### src/core/sotd_pkg.sv
// Constants and types for the safe output telegram decoder
// How it works
// - Bytes 0-5 payload, meaning set by mode
// - Separate bit map per configured mode
// - 11 bytes, status byte 6, CRC 7-10 MSB first
// - 5/10 pairs: byte 0 bits 0-4 select field
// - Byte 4 bit 0 warning, bit 1 protective restart
// - 100 pairs: byte 0 bits 0-4 group 1
// - 100 pairs: byte 2 group 2, joined pair
// - Multi config: byte 0 bits 0-4 bank
// - Multi config: byte 2 bits 0-4 field
package sotd_pkg;
   // ****************************************
   // Telegram layout
   // ****************************************
   localparam int TLG_BYTES = 11;      // Whole telegram length
   localparam int B_SEL_LO = 0;        // Group 1 or bank byte
   localparam int B_SEL_HI = 2;        // Group 2 byte
   localparam int B_START = 4;         // Restart command byte
   localparam int B_STATUS = 6;        // Safety-layer status
   localparam int B_CRC_TOP = 7;       // CRC most significant
   localparam int B_CRC_BOT = 10;      // CRC least significant
   localparam int SEL_LSB = 0;         // Five selection bits
   localparam int SEL_MSB = 4;
   localparam int WARN_BIT = 0;        // Warning field restart
   localparam int PROT_BIT = 1;        // Protective field restart

   // ****************************************
   // Function modes
   // ****************************************
   typedef enum logic [1:0] {
      SOTD_M_PAIRS10,
      SOTD_M_PAIRS100,
      SOTD_M_MULTI,
      SOTD_M_BAD
   } sotd_mode_type;

   // ****************************************
   // Register map
   // ****************************************
   localparam logic [7:0] OFS_CTRL = 8'h00;
   localparam logic [7:0] OFS_STAT = 8'h04;
   localparam logic [7:0] OFS_SEL = 8'h08;
   localparam logic [7:0] OFS_CRC = 8'h0C;
   localparam int CTRL_EN_BIT = 0;     // Decoder enable
   localparam int CTRL_MODE_LSB = 1;   // Two mode bits
   localparam logic [2:0] CTRL_RST = 3'h0;
   localparam logic [1:0] HTRANS_NONSEQ = 2'h2;
   localparam logic [31:0] RD_ZERO = 32'h0000_0000;
endpackage

### src/core/sotd_decode.sv
// Per-mode payload decoding tables
`timescale 1ns/1ps
module sotd_decode (
   input wire sotd_pkg::sotd_mode_type mode,
   input wire logic [7:0] byte_lo,
   input wire logic [7:0] byte_hi,
   input wire logic [7:0] byte_start,
   output logic [4:0] grp1,
   output logic [4:0] grp2,
   output logic [4:0] bank,
   output logic warn,
   output logic prot,
   output logic mode_ok
);
   // ****************************************
   // Field extraction
   // ****************************************
   // Reserved bits never reach any output
   wire [4:0] lo_sel = byte_lo[sotd_pkg::SEL_MSB:sotd_pkg::SEL_LSB];
   wire [4:0] hi_sel = byte_hi[sotd_pkg::SEL_MSB:sotd_pkg::SEL_LSB];
   assign warn = byte_start[sotd_pkg::WARN_BIT];
   assign prot = byte_start[sotd_pkg::PROT_BIT];

   // ****************************************
   // Mode tables
   // ****************************************
   // table per mode
   always_comb begin
      grp1 = 5'h0_0;
      grp2 = 5'h0_0;
      bank = 5'h0_0;
      mode_ok = 1'b1;
      case (mode)
         sotd_pkg::SOTD_M_PAIRS10: begin
            grp1 = lo_sel;
         end
         sotd_pkg::SOTD_M_PAIRS100: begin
            grp1 = lo_sel;
            grp2 = hi_sel;
         end
         sotd_pkg::SOTD_M_MULTI: begin
            bank = lo_sel;
            grp2 = hi_sel;
         end
         // Unsupported code refuses telegrams
         default: begin
            mode_ok = 1'b0;
         end
      endcase
   end
endmodule

### src/core/sotd_top.sv
// Safe output telegram decoder with AHB-Lite registers
//
// The register addresses and register access over AHB-Lite are this design's own decisions.
`timescale 1ns/1ps
module sotd_top #(
   parameter int CNT_BITS = 8
) (
   input wire logic clk,
   input wire logic rst_b,
   // Telegram byte stream, same clock
   input wire logic rx_valid,
   input wire logic rx_first,
   input wire logic [7:0] rx_byte,
   input wire logic [31:0] crc_expect,
   // AHB-Lite slave
   input wire logic hsel,
   input wire logic [7:0] haddr,
   input wire logic [1:0] htrans,
   input wire logic hwrite,
   input wire logic [2:0] hsize,
   input wire logic [31:0] hwdata,
   input wire logic hready,
   output logic hreadyout,
   output logic hresp,
   output logic [31:0] hrdata,
   // Decoded selections
   output logic [4:0] field_grp1,
   output logic [4:0] field_grp2,
   output logic [9:0] pair_sel,
   output logic [4:0] bank_sel,
   output logic restart_warn,
   output logic restart_prot,
   output logic [7:0] status_byte,
   output logic tlg_ok,
   output logic tlg_err
);
   // ****************************************
   // Elaboration checks
   // ****************************************
   if (CNT_BITS < 1 || CNT_BITS > 8) begin : g_chk
      $error("CNT_BITS must be 1 to 8");
   end

   // ****************************************
   // Storage and state
   // ****************************************
   logic [7:0] tlg_r [0:sotd_pkg::TLG_BYTES-1]; // Received bytes
   logic [3:0] idx_r;                  // Next byte index, 0 idle
   logic [2:0] ctrl_r;                 // Mode and enable
   logic ok_r;                         // Accept pulse
   logic err_r;                        // Reject pulse
   logic seen_r;                       // Any telegram accepted
   logic [CNT_BITS-1:0] good_r;        // Accepted count
   logic [CNT_BITS-1:0] bad_r;         // Rejected count
   logic [31:0] crc_r;                 // Last accepted CRC
   logic [4:0] grp1_r, grp2_r, bank_r;
   logic [9:0] pair_r;
   logic warn_r, prot_r;
   logic [7:0] stat_r;
   logic wr_pend_r;                    // Write data phase due
   logic [7:0] addr_r;                 // Captured address

   // ****************************************
   // Telegram assembly
   // ****************************************
   localparam logic [3:0] LAST_IDX = 4'(sotd_pkg::B_CRC_BOT);
   wire en = ctrl_r[sotd_pkg::CTRL_EN_BIT];
   wire sotd_pkg::sotd_mode_type mode = sotd_pkg::sotd_mode_type'(ctrl_r[2:1]);
   wire take_first = rx_valid && rx_first;
   wire take_next = rx_valid && !rx_first && idx_r != 4'h0;
   wire complete = take_next && idx_r == LAST_IDX;
   // A new start mid-frame drops the old frame
   wire broken = take_first && idx_r != 4'h0;
   wire [31:0] crc_rx = {tlg_r[sotd_pkg::B_CRC_TOP], tlg_r[sotd_pkg::B_CRC_TOP+1],
                         tlg_r[sotd_pkg::B_CRC_TOP+2], rx_byte};
   wire [4:0] d_grp1, d_grp2, d_bank;
   wire d_warn, d_prot, d_mode_ok;
   sotd_decode u_dec (
      .mode(mode),
      .byte_lo(tlg_r[sotd_pkg::B_SEL_LO]),
      .byte_hi(tlg_r[sotd_pkg::B_SEL_HI]),
      .byte_start(tlg_r[sotd_pkg::B_START]),
      .grp1(d_grp1),
      .grp2(d_grp2),
      .bank(d_bank),
      .warn(d_warn),
      .prot(d_prot),
      .mode_ok(d_mode_ok)
   );
   // Disabled decoder or wrong trailer keeps old outputs
   wire accept = complete && en && d_mode_ok && crc_rx == crc_expect;
   wire reject = (complete && !accept) || broken;

   // Index counter; byte 0 only on a start marker
   always_ff @(posedge clk or negedge rst_b) begin
      if (!rst_b) begin
         idx_r <= 4'h0;
      end else if (take_first) begin
         idx_r <= 4'h1;
      end else if (complete) begin
         idx_r <= 4'h0;
      end else if (take_next) begin
         idx_r <= idx_r + 4'h1;
      end
   end

   // Byte store addressed by index
   always_ff @(posedge clk or negedge rst_b) begin
      if (!rst_b) begin
         for (int i = 0; i < sotd_pkg::TLG_BYTES; i++) begin
            tlg_r[i] <= 8'h00;
         end
      end else if (take_first) begin
         tlg_r[0] <= rx_byte;
      end else if (take_next) begin
         tlg_r[idx_r] <= rx_byte;
      end
   end

   // ****************************************
   // Decoded outputs
   // ****************************************
   // Outputs change only on an accepted telegram
   always_ff @(posedge clk or negedge rst_b) begin
      if (!rst_b) begin
         grp1_r <= 5'h0_0;
         grp2_r <= 5'h0_0;
         bank_r <= 5'h0_0;
         pair_r <= 10'h000;
         warn_r <= 1'b0;
         prot_r <= 1'b0;
         stat_r <= 8'h00;
         crc_r <= 32'h0000_0000;
      end else if (accept) begin
         grp1_r <= d_grp1;
         grp2_r <= d_grp2;
         bank_r <= d_bank;
         pair_r <= (mode == sotd_pkg::SOTD_M_PAIRS100) ? {d_grp2, d_grp1} : 10'h000;
         warn_r <= d_warn;
         prot_r <= d_prot;
         stat_r <= tlg_r[sotd_pkg::B_STATUS];
         crc_r <= crc_rx;
      end
   end

   // Event pulses and counters
   always_ff @(posedge clk or negedge rst_b) begin
      if (!rst_b) begin
         ok_r <= 1'b0;
         err_r <= 1'b0;
         seen_r <= 1'b0;
         good_r <= '0;
         bad_r <= '0;
      end else begin
         ok_r <= accept;
         err_r <= reject;
         seen_r <= seen_r || accept;
         good_r <= good_r + CNT_BITS'(accept);
         bad_r <= bad_r + CNT_BITS'(reject);
      end
   end

   assign field_grp1 = grp1_r;
   assign field_grp2 = grp2_r;
   assign pair_sel = pair_r;
   assign bank_sel = bank_r;
   assign restart_warn = warn_r;
   assign restart_prot = prot_r;
   assign status_byte = stat_r;
   assign tlg_ok = ok_r;
   assign tlg_err = err_r;

   // ****************************************
   // AHB-Lite slave
   // ****************************************
   // Zero wait states, always OKAY
   assign hreadyout = 1'b1;
   assign hresp = 1'b0;
   wire addr_phase = hsel && hready && htrans == sotd_pkg::HTRANS_NONSEQ;

   // Address phase capture
   always_ff @(posedge clk or negedge rst_b) begin
      if (!rst_b) begin
         addr_r <= 8'h00;
         wr_pend_r <= 1'b0;
      end else if (hready) begin
         addr_r <= addr_phase ? haddr : addr_r;
         wr_pend_r <= addr_phase && hwrite && hsize == 3'h2;
      end
   end

   // Control write in data phase; mode chosen here
   always_ff @(posedge clk or negedge rst_b) begin
      if (!rst_b) begin
         ctrl_r <= sotd_pkg::CTRL_RST;
      end else if (wr_pend_r && addr_r == sotd_pkg::OFS_CTRL) begin
         ctrl_r <= hwdata[2:0];
      end
   end

   // Read mux over flip-flops; unmapped reads zero
   wire [31:0] rd_stat = {stat_r, 6'h00, err_r, seen_r,
                          8'(bad_r), 8'(good_r)};
   // Packs to exactly one word: 4 + 1 + 1 + 5 + 10 + 1 + 5 + 5 bits
   wire [31:0] rd_sel = {4'h0, prot_r, warn_r, bank_r, pair_r, 1'b0, grp2_r, grp1_r};
   assign hrdata = (addr_r == sotd_pkg::OFS_CTRL) ? {29'h0000_0000, ctrl_r} :
                   (addr_r == sotd_pkg::OFS_STAT) ? rd_stat :
                   (addr_r == sotd_pkg::OFS_SEL) ? rd_sel :
                   (addr_r == sotd_pkg::OFS_CRC) ? crc_r : sotd_pkg::RD_ZERO;

   // ****************************************
   // Assertions
   // ****************************************
   property p_crc_msb_first;
      @(posedge clk) disable iff (!rst_b)
      ok_r |-> crc_r == $past(crc_expect) && crc_r[31:24] == tlg_r[sotd_pkg::B_CRC_TOP];
   endproperty
   a_crc_msb_first: assert property (p_crc_msb_first) else $error("CRC byte order wrong");

   property p_len;
      @(posedge clk) disable iff (!rst_b)
      ok_r |-> $past(idx_r) == LAST_IDX && idx_r == 4'h0 || $past(rx_first);
   endproperty
   a_len: assert property (p_len) else $error("Telegram length not eleven");

   property p_pairs10;
      @(posedge clk) disable iff (!rst_b)
      ok_r && $past(mode) == sotd_pkg::SOTD_M_PAIRS10 |->
         grp1_r == $past(tlg_r[0][4:0]) && grp2_r == 5'h0_0 && bank_r == 5'h0_0;
   endproperty
   a_pairs10: assert property (p_pairs10) else $error("5/10 pair decode wrong");

   property p_restart;
      @(posedge clk) disable iff (!rst_b)
      ok_r |-> warn_r == $past(tlg_r[4][0]) && prot_r == $past(tlg_r[4][1]);
   endproperty
   a_restart: assert property (p_restart) else $error("Restart bits wrong");

   property p_grp1_100;
      @(posedge clk) disable iff (!rst_b)
      ok_r && $past(mode) == sotd_pkg::SOTD_M_PAIRS100 |-> grp1_r == $past(tlg_r[0][4:0]);
   endproperty
   a_grp1_100: assert property (p_grp1_100) else $error("Group 1 wrong");

   property p_pair_100;
      @(posedge clk) disable iff (!rst_b)
      ok_r && $past(mode) == sotd_pkg::SOTD_M_PAIRS100 |->
         pair_r == {$past(tlg_r[2][4:0]), $past(tlg_r[0][4:0])};
   endproperty
   a_pair_100: assert property (p_pair_100) else $error("Field pair wrong");

   property p_multi_bank;
      @(posedge clk) disable iff (!rst_b)
      ok_r && $past(mode) == sotd_pkg::SOTD_M_MULTI |-> bank_r == $past(tlg_r[0][4:0]) && grp1_r == 5'h0_0;
   endproperty
   a_multi_bank: assert property (p_multi_bank) else $error("Bank select wrong");

   property p_multi_field;
      @(posedge clk) disable iff (!rst_b)
      ok_r && $past(mode) == sotd_pkg::SOTD_M_MULTI |-> grp2_r == $past(tlg_r[2][4:0]);
   endproperty
   a_multi_field: assert property (p_multi_field) else $error("Multi field wrong");

   property p_bad_mode;
      @(posedge clk) disable iff (!rst_b)
      complete && mode == sotd_pkg::SOTD_M_BAD |=> !ok_r && err_r ##1 $stable(grp1_r);
   endproperty
   a_bad_mode: assert property (p_bad_mode) else $error("Bad mode accepted");

   property p_hold;
      @(posedge clk) disable iff (!rst_b)
      !ok_r |-> $stable(grp1_r) && $stable(grp2_r) && $stable(bank_r) && $stable(warn_r);
   endproperty
   a_hold: assert property (p_hold) else $error("Outputs moved without telegram");
endmodule

### config.mk
export PLATFORM = sky130hd
export DESIGN_NAME = sotd_top
export DESIGN_NICKNAME = d
export VERILOG_FILES = /design/src/core/sotd_pkg.sv /design/src/core/sotd_decode.sv /design/src/core/sotd_top.sv
export SDC_FILE = /design/constraint.sdc
export NUM_CORES = 1
export LEC_CHECK = 0
export ABC_CLOCK_PERIOD_IN_PS = 4100
export BUFFER_PORTS_ARGS = -buffer_cell sky130_fd_sc_hd__buf_2
export CELL_PAD_IN_SITES_DETAIL_PLACEMENT = 1
export CELL_PAD_IN_SITES_GLOBAL_PLACEMENT = 1
export CORE_ASPECT_RATIO = 1.75
export CORE_UTILIZATION = 30
export DETAILED_ROUTE_END_ITERATION = 10
export PLACE_DENSITY = 0.65
export SETUP_SLACK_MARGIN = 0.1
export SYNTH_ARGS = -nofsm -noshare
export SYNTH_HDL_FRONTEND = slang
export SYNTH_SLANG_ARGS = --single-unit
### constraint.sdc
create_clock -name clk -period 4.1 [get_ports clk]
set_input_delay 0.205 -clock clk [delete_from_list [all_inputs] [get_ports clk]]
set_output_delay 0.205 -clock clk [all_outputs]
set_load 0.1 [all_outputs]
==> impl_metrics.env <==
export IMPL_reg2reg_depth=10
export IMPL_skew_ns=0.0124
export IMPL_synthTopCellsByArea="dfrtp_1 53%, mux2_1 9.4%, mux2_2 7.8%"
export IMPL_clockRootBuffer="clkbuf_16"
export IMPL_cts_tree="built"
export IMPL_timing_rr_end="bad_r[6]"
export IMPL_clock_sinks=146
export IMPL_fill_cells=2485
export IMPL_ys_seq_area_share_pct=52.7
export IMPL_wl_um=19900
export IMPL_hp_class="primary input to flop"
export IMPL_grt_pass1_vias=5339
export IMPL_min_delay_path_depth=2
export IMPL_r2r_setup_slack_ns=1.14
export IMPL_whs_endpoint="addr_r[6]"
export IMPL_core_area_um2=22700
export IMPL_die_y_um=203
export IMPL_post_route_period_util_pct=74.5
export IMPL_syn_area_per_cell_um2=12.0
export IMPL_cp_max_fo=20
export IMPL_rows=73
export IMPL_areaGrowthSynthToFinish_pct=23.4
export IMPL_cp_required_ns=3.89
export IMPL_vias=4877
export IMPL_syn_inst=579
export IMPL_synthSimpleGateAreaFrac_pct=9.38
export IMPL_cts_max_level=4
export IMPL_slew_headroom_pct=31.6
export IMPL_setup_tns_ns=0
export IMPL_synth_mux_area_share_pct=22.8
export IMPL_power_density_nw_per_um2=463
export IMPL_synth_area_um2=6940
export IMPL_worst_slew_pin_slew_ns=1.03
export IMPL_dr_pass1_iters=4
export IMPL_synthAdderAreaFrac_pct=2.16
export IMPL_drtIter0Drc=229
export IMPL_wl_per_cell_um=19.4
export IMPL_antenna_found_initial=0
export IMPL_finalSetupViolCount=0
export IMPL_critPathArrivalTime_ns=2.85
export IMPL_ys_warn_count=0
export IMPL_post_route_drc_count=0
export IMPL_dpl_hpwl_um=14900
export IMPL_nets=818
export IMPL_drive_gt1_share_pct=30.8
export IMPL_hold_violations=0
export IMPL_grt_max_degree=147
export IMPL_setup_slack_ns=1.05
export IMPL_cts_buffer_depth=2
export IMPL_criticalPathCategory="flop to output port"
export IMPL_slew_viol_final=0
export IMPL_netlist_area_leader_share_pct=52.7
export IMPL_fin_crit_ns=3.05
export IMPL_grt_pass1_wl_um=31100
export IMPL_clkSlewWorstSetupHoldPaths_ns=0.06
export IMPL_cts_setup_buffers=0
export IMPL_cap_violations=0
export IMPL_gp_congestion=0.824
export IMPL_syn_nets=683
export IMPL_start_util_pct=30.5
export IMPL_via_per_inst=4.75
export IMPL_dieArea_um2=23800
export IMPL_synth_seq_cells=146
export IMPL_clk_latency_ns=0.43
export IMPL_diodes=0
export IMPL_synth_xor_area_share_pct=5.56
export IMPL_synth_cell_type_count=39
export IMPL_p_leak_uw=0.00453
export IMPL_synth_top_family_by_area="multiplexers"
export IMPL_ioPinCount=163
export IMPL_synth_compound_area_share_pct=3.82
export IMPL_min_from="haddr[6]"
export IMPL_worstSetupStartpointType="flop"
export IMPL_yosys_area_top_type="dfrtp_1"
export IMPL_drtAntennaViolNets=0
export IMPL_timing_fmax_mhz=327
export IMPL_die_x_um=117
export IMPL_outcome="finished clean"
export IMPL_port_buffers=131
export IMPL_r2r_start="crc_rx[12]"
export IMPL_cp_end_kind="output port"
export IMPL_rsz0062_at_grt="false"
export IMPL_grt_remaining_overflow=0
export IMPL_grt_total_usage_pct=18.1
export IMPL_pre_cts_ws_ns=1.02
export IMPL_cts_inserted_buffers=17
export IMPL_ir_drop_uv=224
-- timing repair --
action	CTS	global route
gates resized for setup	0	0
hold buffers	5	0
hold endpoints to repair	150	0
-- cell usage after synthesis --
| master | n |
|---|---|
| dfrtp_1 | 146 |
| mux2_1 | 58 |
| nand2_1 | 55 |
| mux2_2 | 48 |
| xor2_1 | 36 |
| nor2_1 | 35 |
| mux2i_1 | 32 |
| inv_1 | 27 |
| o21ai_0 | 20 |
| a22oi_1 | 18 |
| clkbuf_1 | 14 |
| ha_1 | 12 |
| nand3_1 | 9 |
| nor4_1 | 8 |
| xnor2_1 | 8 |
| nor2b_1 | 7 |
| buf_2 | 5 |
| buf_4 | 5 |
| and3_1 | 4 |
| mux4_2 | 3 |
| nand2b_1 | 3 |
| nor3_1 | 3 |
| nor3b_1 | 3 |
| and4_1 | 2 |
| buf_6 | 2 |
| conb_1 | 2 |
| or4_1 | 2 |
| and2_1 | 1 |
| and4bb_1 | 1 |
| buf_1 | 1 |
| nand4_1 | 1 |
| nand4b_1 | 1 |
| nand4bb_1 | 1 |
| o21bai_1 | 1 |
| o22ai_1 | 1 |
| o2bb2ai_1 | 1 |
| o31ai_1 | 1 |
| or2_2 | 1 |
| or3b_2 | 1 |
-- cell families after synthesis --
| logic type | after synthesis |
|---|---|
| AOI/OAI and AO/OA | 42 |
| xor gates and xnor gates | 44 |
| adders and majority gates | 12 |
| buffers and inverters | 54 |
| DFF | 146 |
| muxes | 141 |
| other | 2 |
| and+or+nand+nor | 138 |
-- area by class of cell --
cell class	count	area (µm²)	share of cell area, %
Inverter	27	101	1.18
Sequential cell	146	3650	42.7
Clock inverter	15	186	2.18
Clock buffer	17	425	4.97
Tap cell	300	375	4.38
Timing Repair Buffer	143	777	9.07
Multi-Input combinational cell	379	3040	35.5
-- power breakdown --
group	internal (µW)	total (µW)	switching (µW)	leakage (µW)
clock	930	1620	690	0.000303
sequential	1570	1710	141	0.00188
combinational	256	636	380	0.00235
-- how the worst max path moves through the flow --
| stage | from | endpoint | slack, ns | depth (start not counted) |
|---|---|---|---|---|
| final | addr_r[2] | hrdata[3] | 1.05 | 5 |
| after global routing | addr_r[2] | hrdata[6] | 0.80 | 5 |
| after CTS | addr_r[2] | hrdata[3] | 0.99 | 5 |
| after detailed placement | crc_rx[10] | bad_r[6] | 1.02 | 10 |
| after global placement | crc_rx[10] | bad_r[6] | 1.06 | 10 |
| after floorplan | addr_r[2] | hrdata[10] | 1.09 | 5 |
-- registers in the layout, summed over array words and instances, names as in the netlist, 3 cells and up --
register     flops
bank_sel         5
crc_rx          24
tlg_r           20
ctrl_r           3
crc_r           32
bad_r            8
field_grp1       5
field_grp2       5
good_r           8
idx_r            4
pair_sel        10
status_byte      8
addr_r           8
-- critical path, cell delays in order (launching register included) --
cell     delay [ns]
dfrtp_1        0.91
nor2b_1        0.51
buf_4          0.31
a22oi_1        0.13
nor2_1         0.12
buf_2          0.43
-- through the flow --
step                      util, %  power [µW]  hold WS, ns  area, µm²  cells
after floorplan                 -        2120      -0.0906       6940    579
after global placement       34.7        2360        0.400       7900    990
after detailed placement     34.7        2380        0.404       7900    990
after CTS                    37.7        4010      0.00142       8560   1027
after global routing         37.7        4150       0.0160       8560   1027
final                        37.7        3960       0.0161       8560   1027
-- cells in the final DEF (no fill, tap or decap), drive strengths merged, types with 2 or more instances in the layout --
cell,count
dfrtp,146
buf,138
mux2,106
nand2,55
inv,37
xor2,36
nor2,35
mux2i,32
o21ai,20
a22oi,18
clkbuf,17
ha,12
nand3,9
nor4,8
xnor2,8
nor2b,7
dlygate4sd3,5
and3,4
mux4,3
nor3b,3
nor3,3
nand2b,3
clkinv,3
and4,2
conb,2
bufinv,2
or4,2
-- routing by layer --
layer / track usage [%] / routed length (µm)
met3: 2.23 / 501
met1: 20.2 / 7600
met4: 6.60 / 432
met2: 34.1 / 11400
met5: 0 / 0
Power figures use the tool's default switching activity.
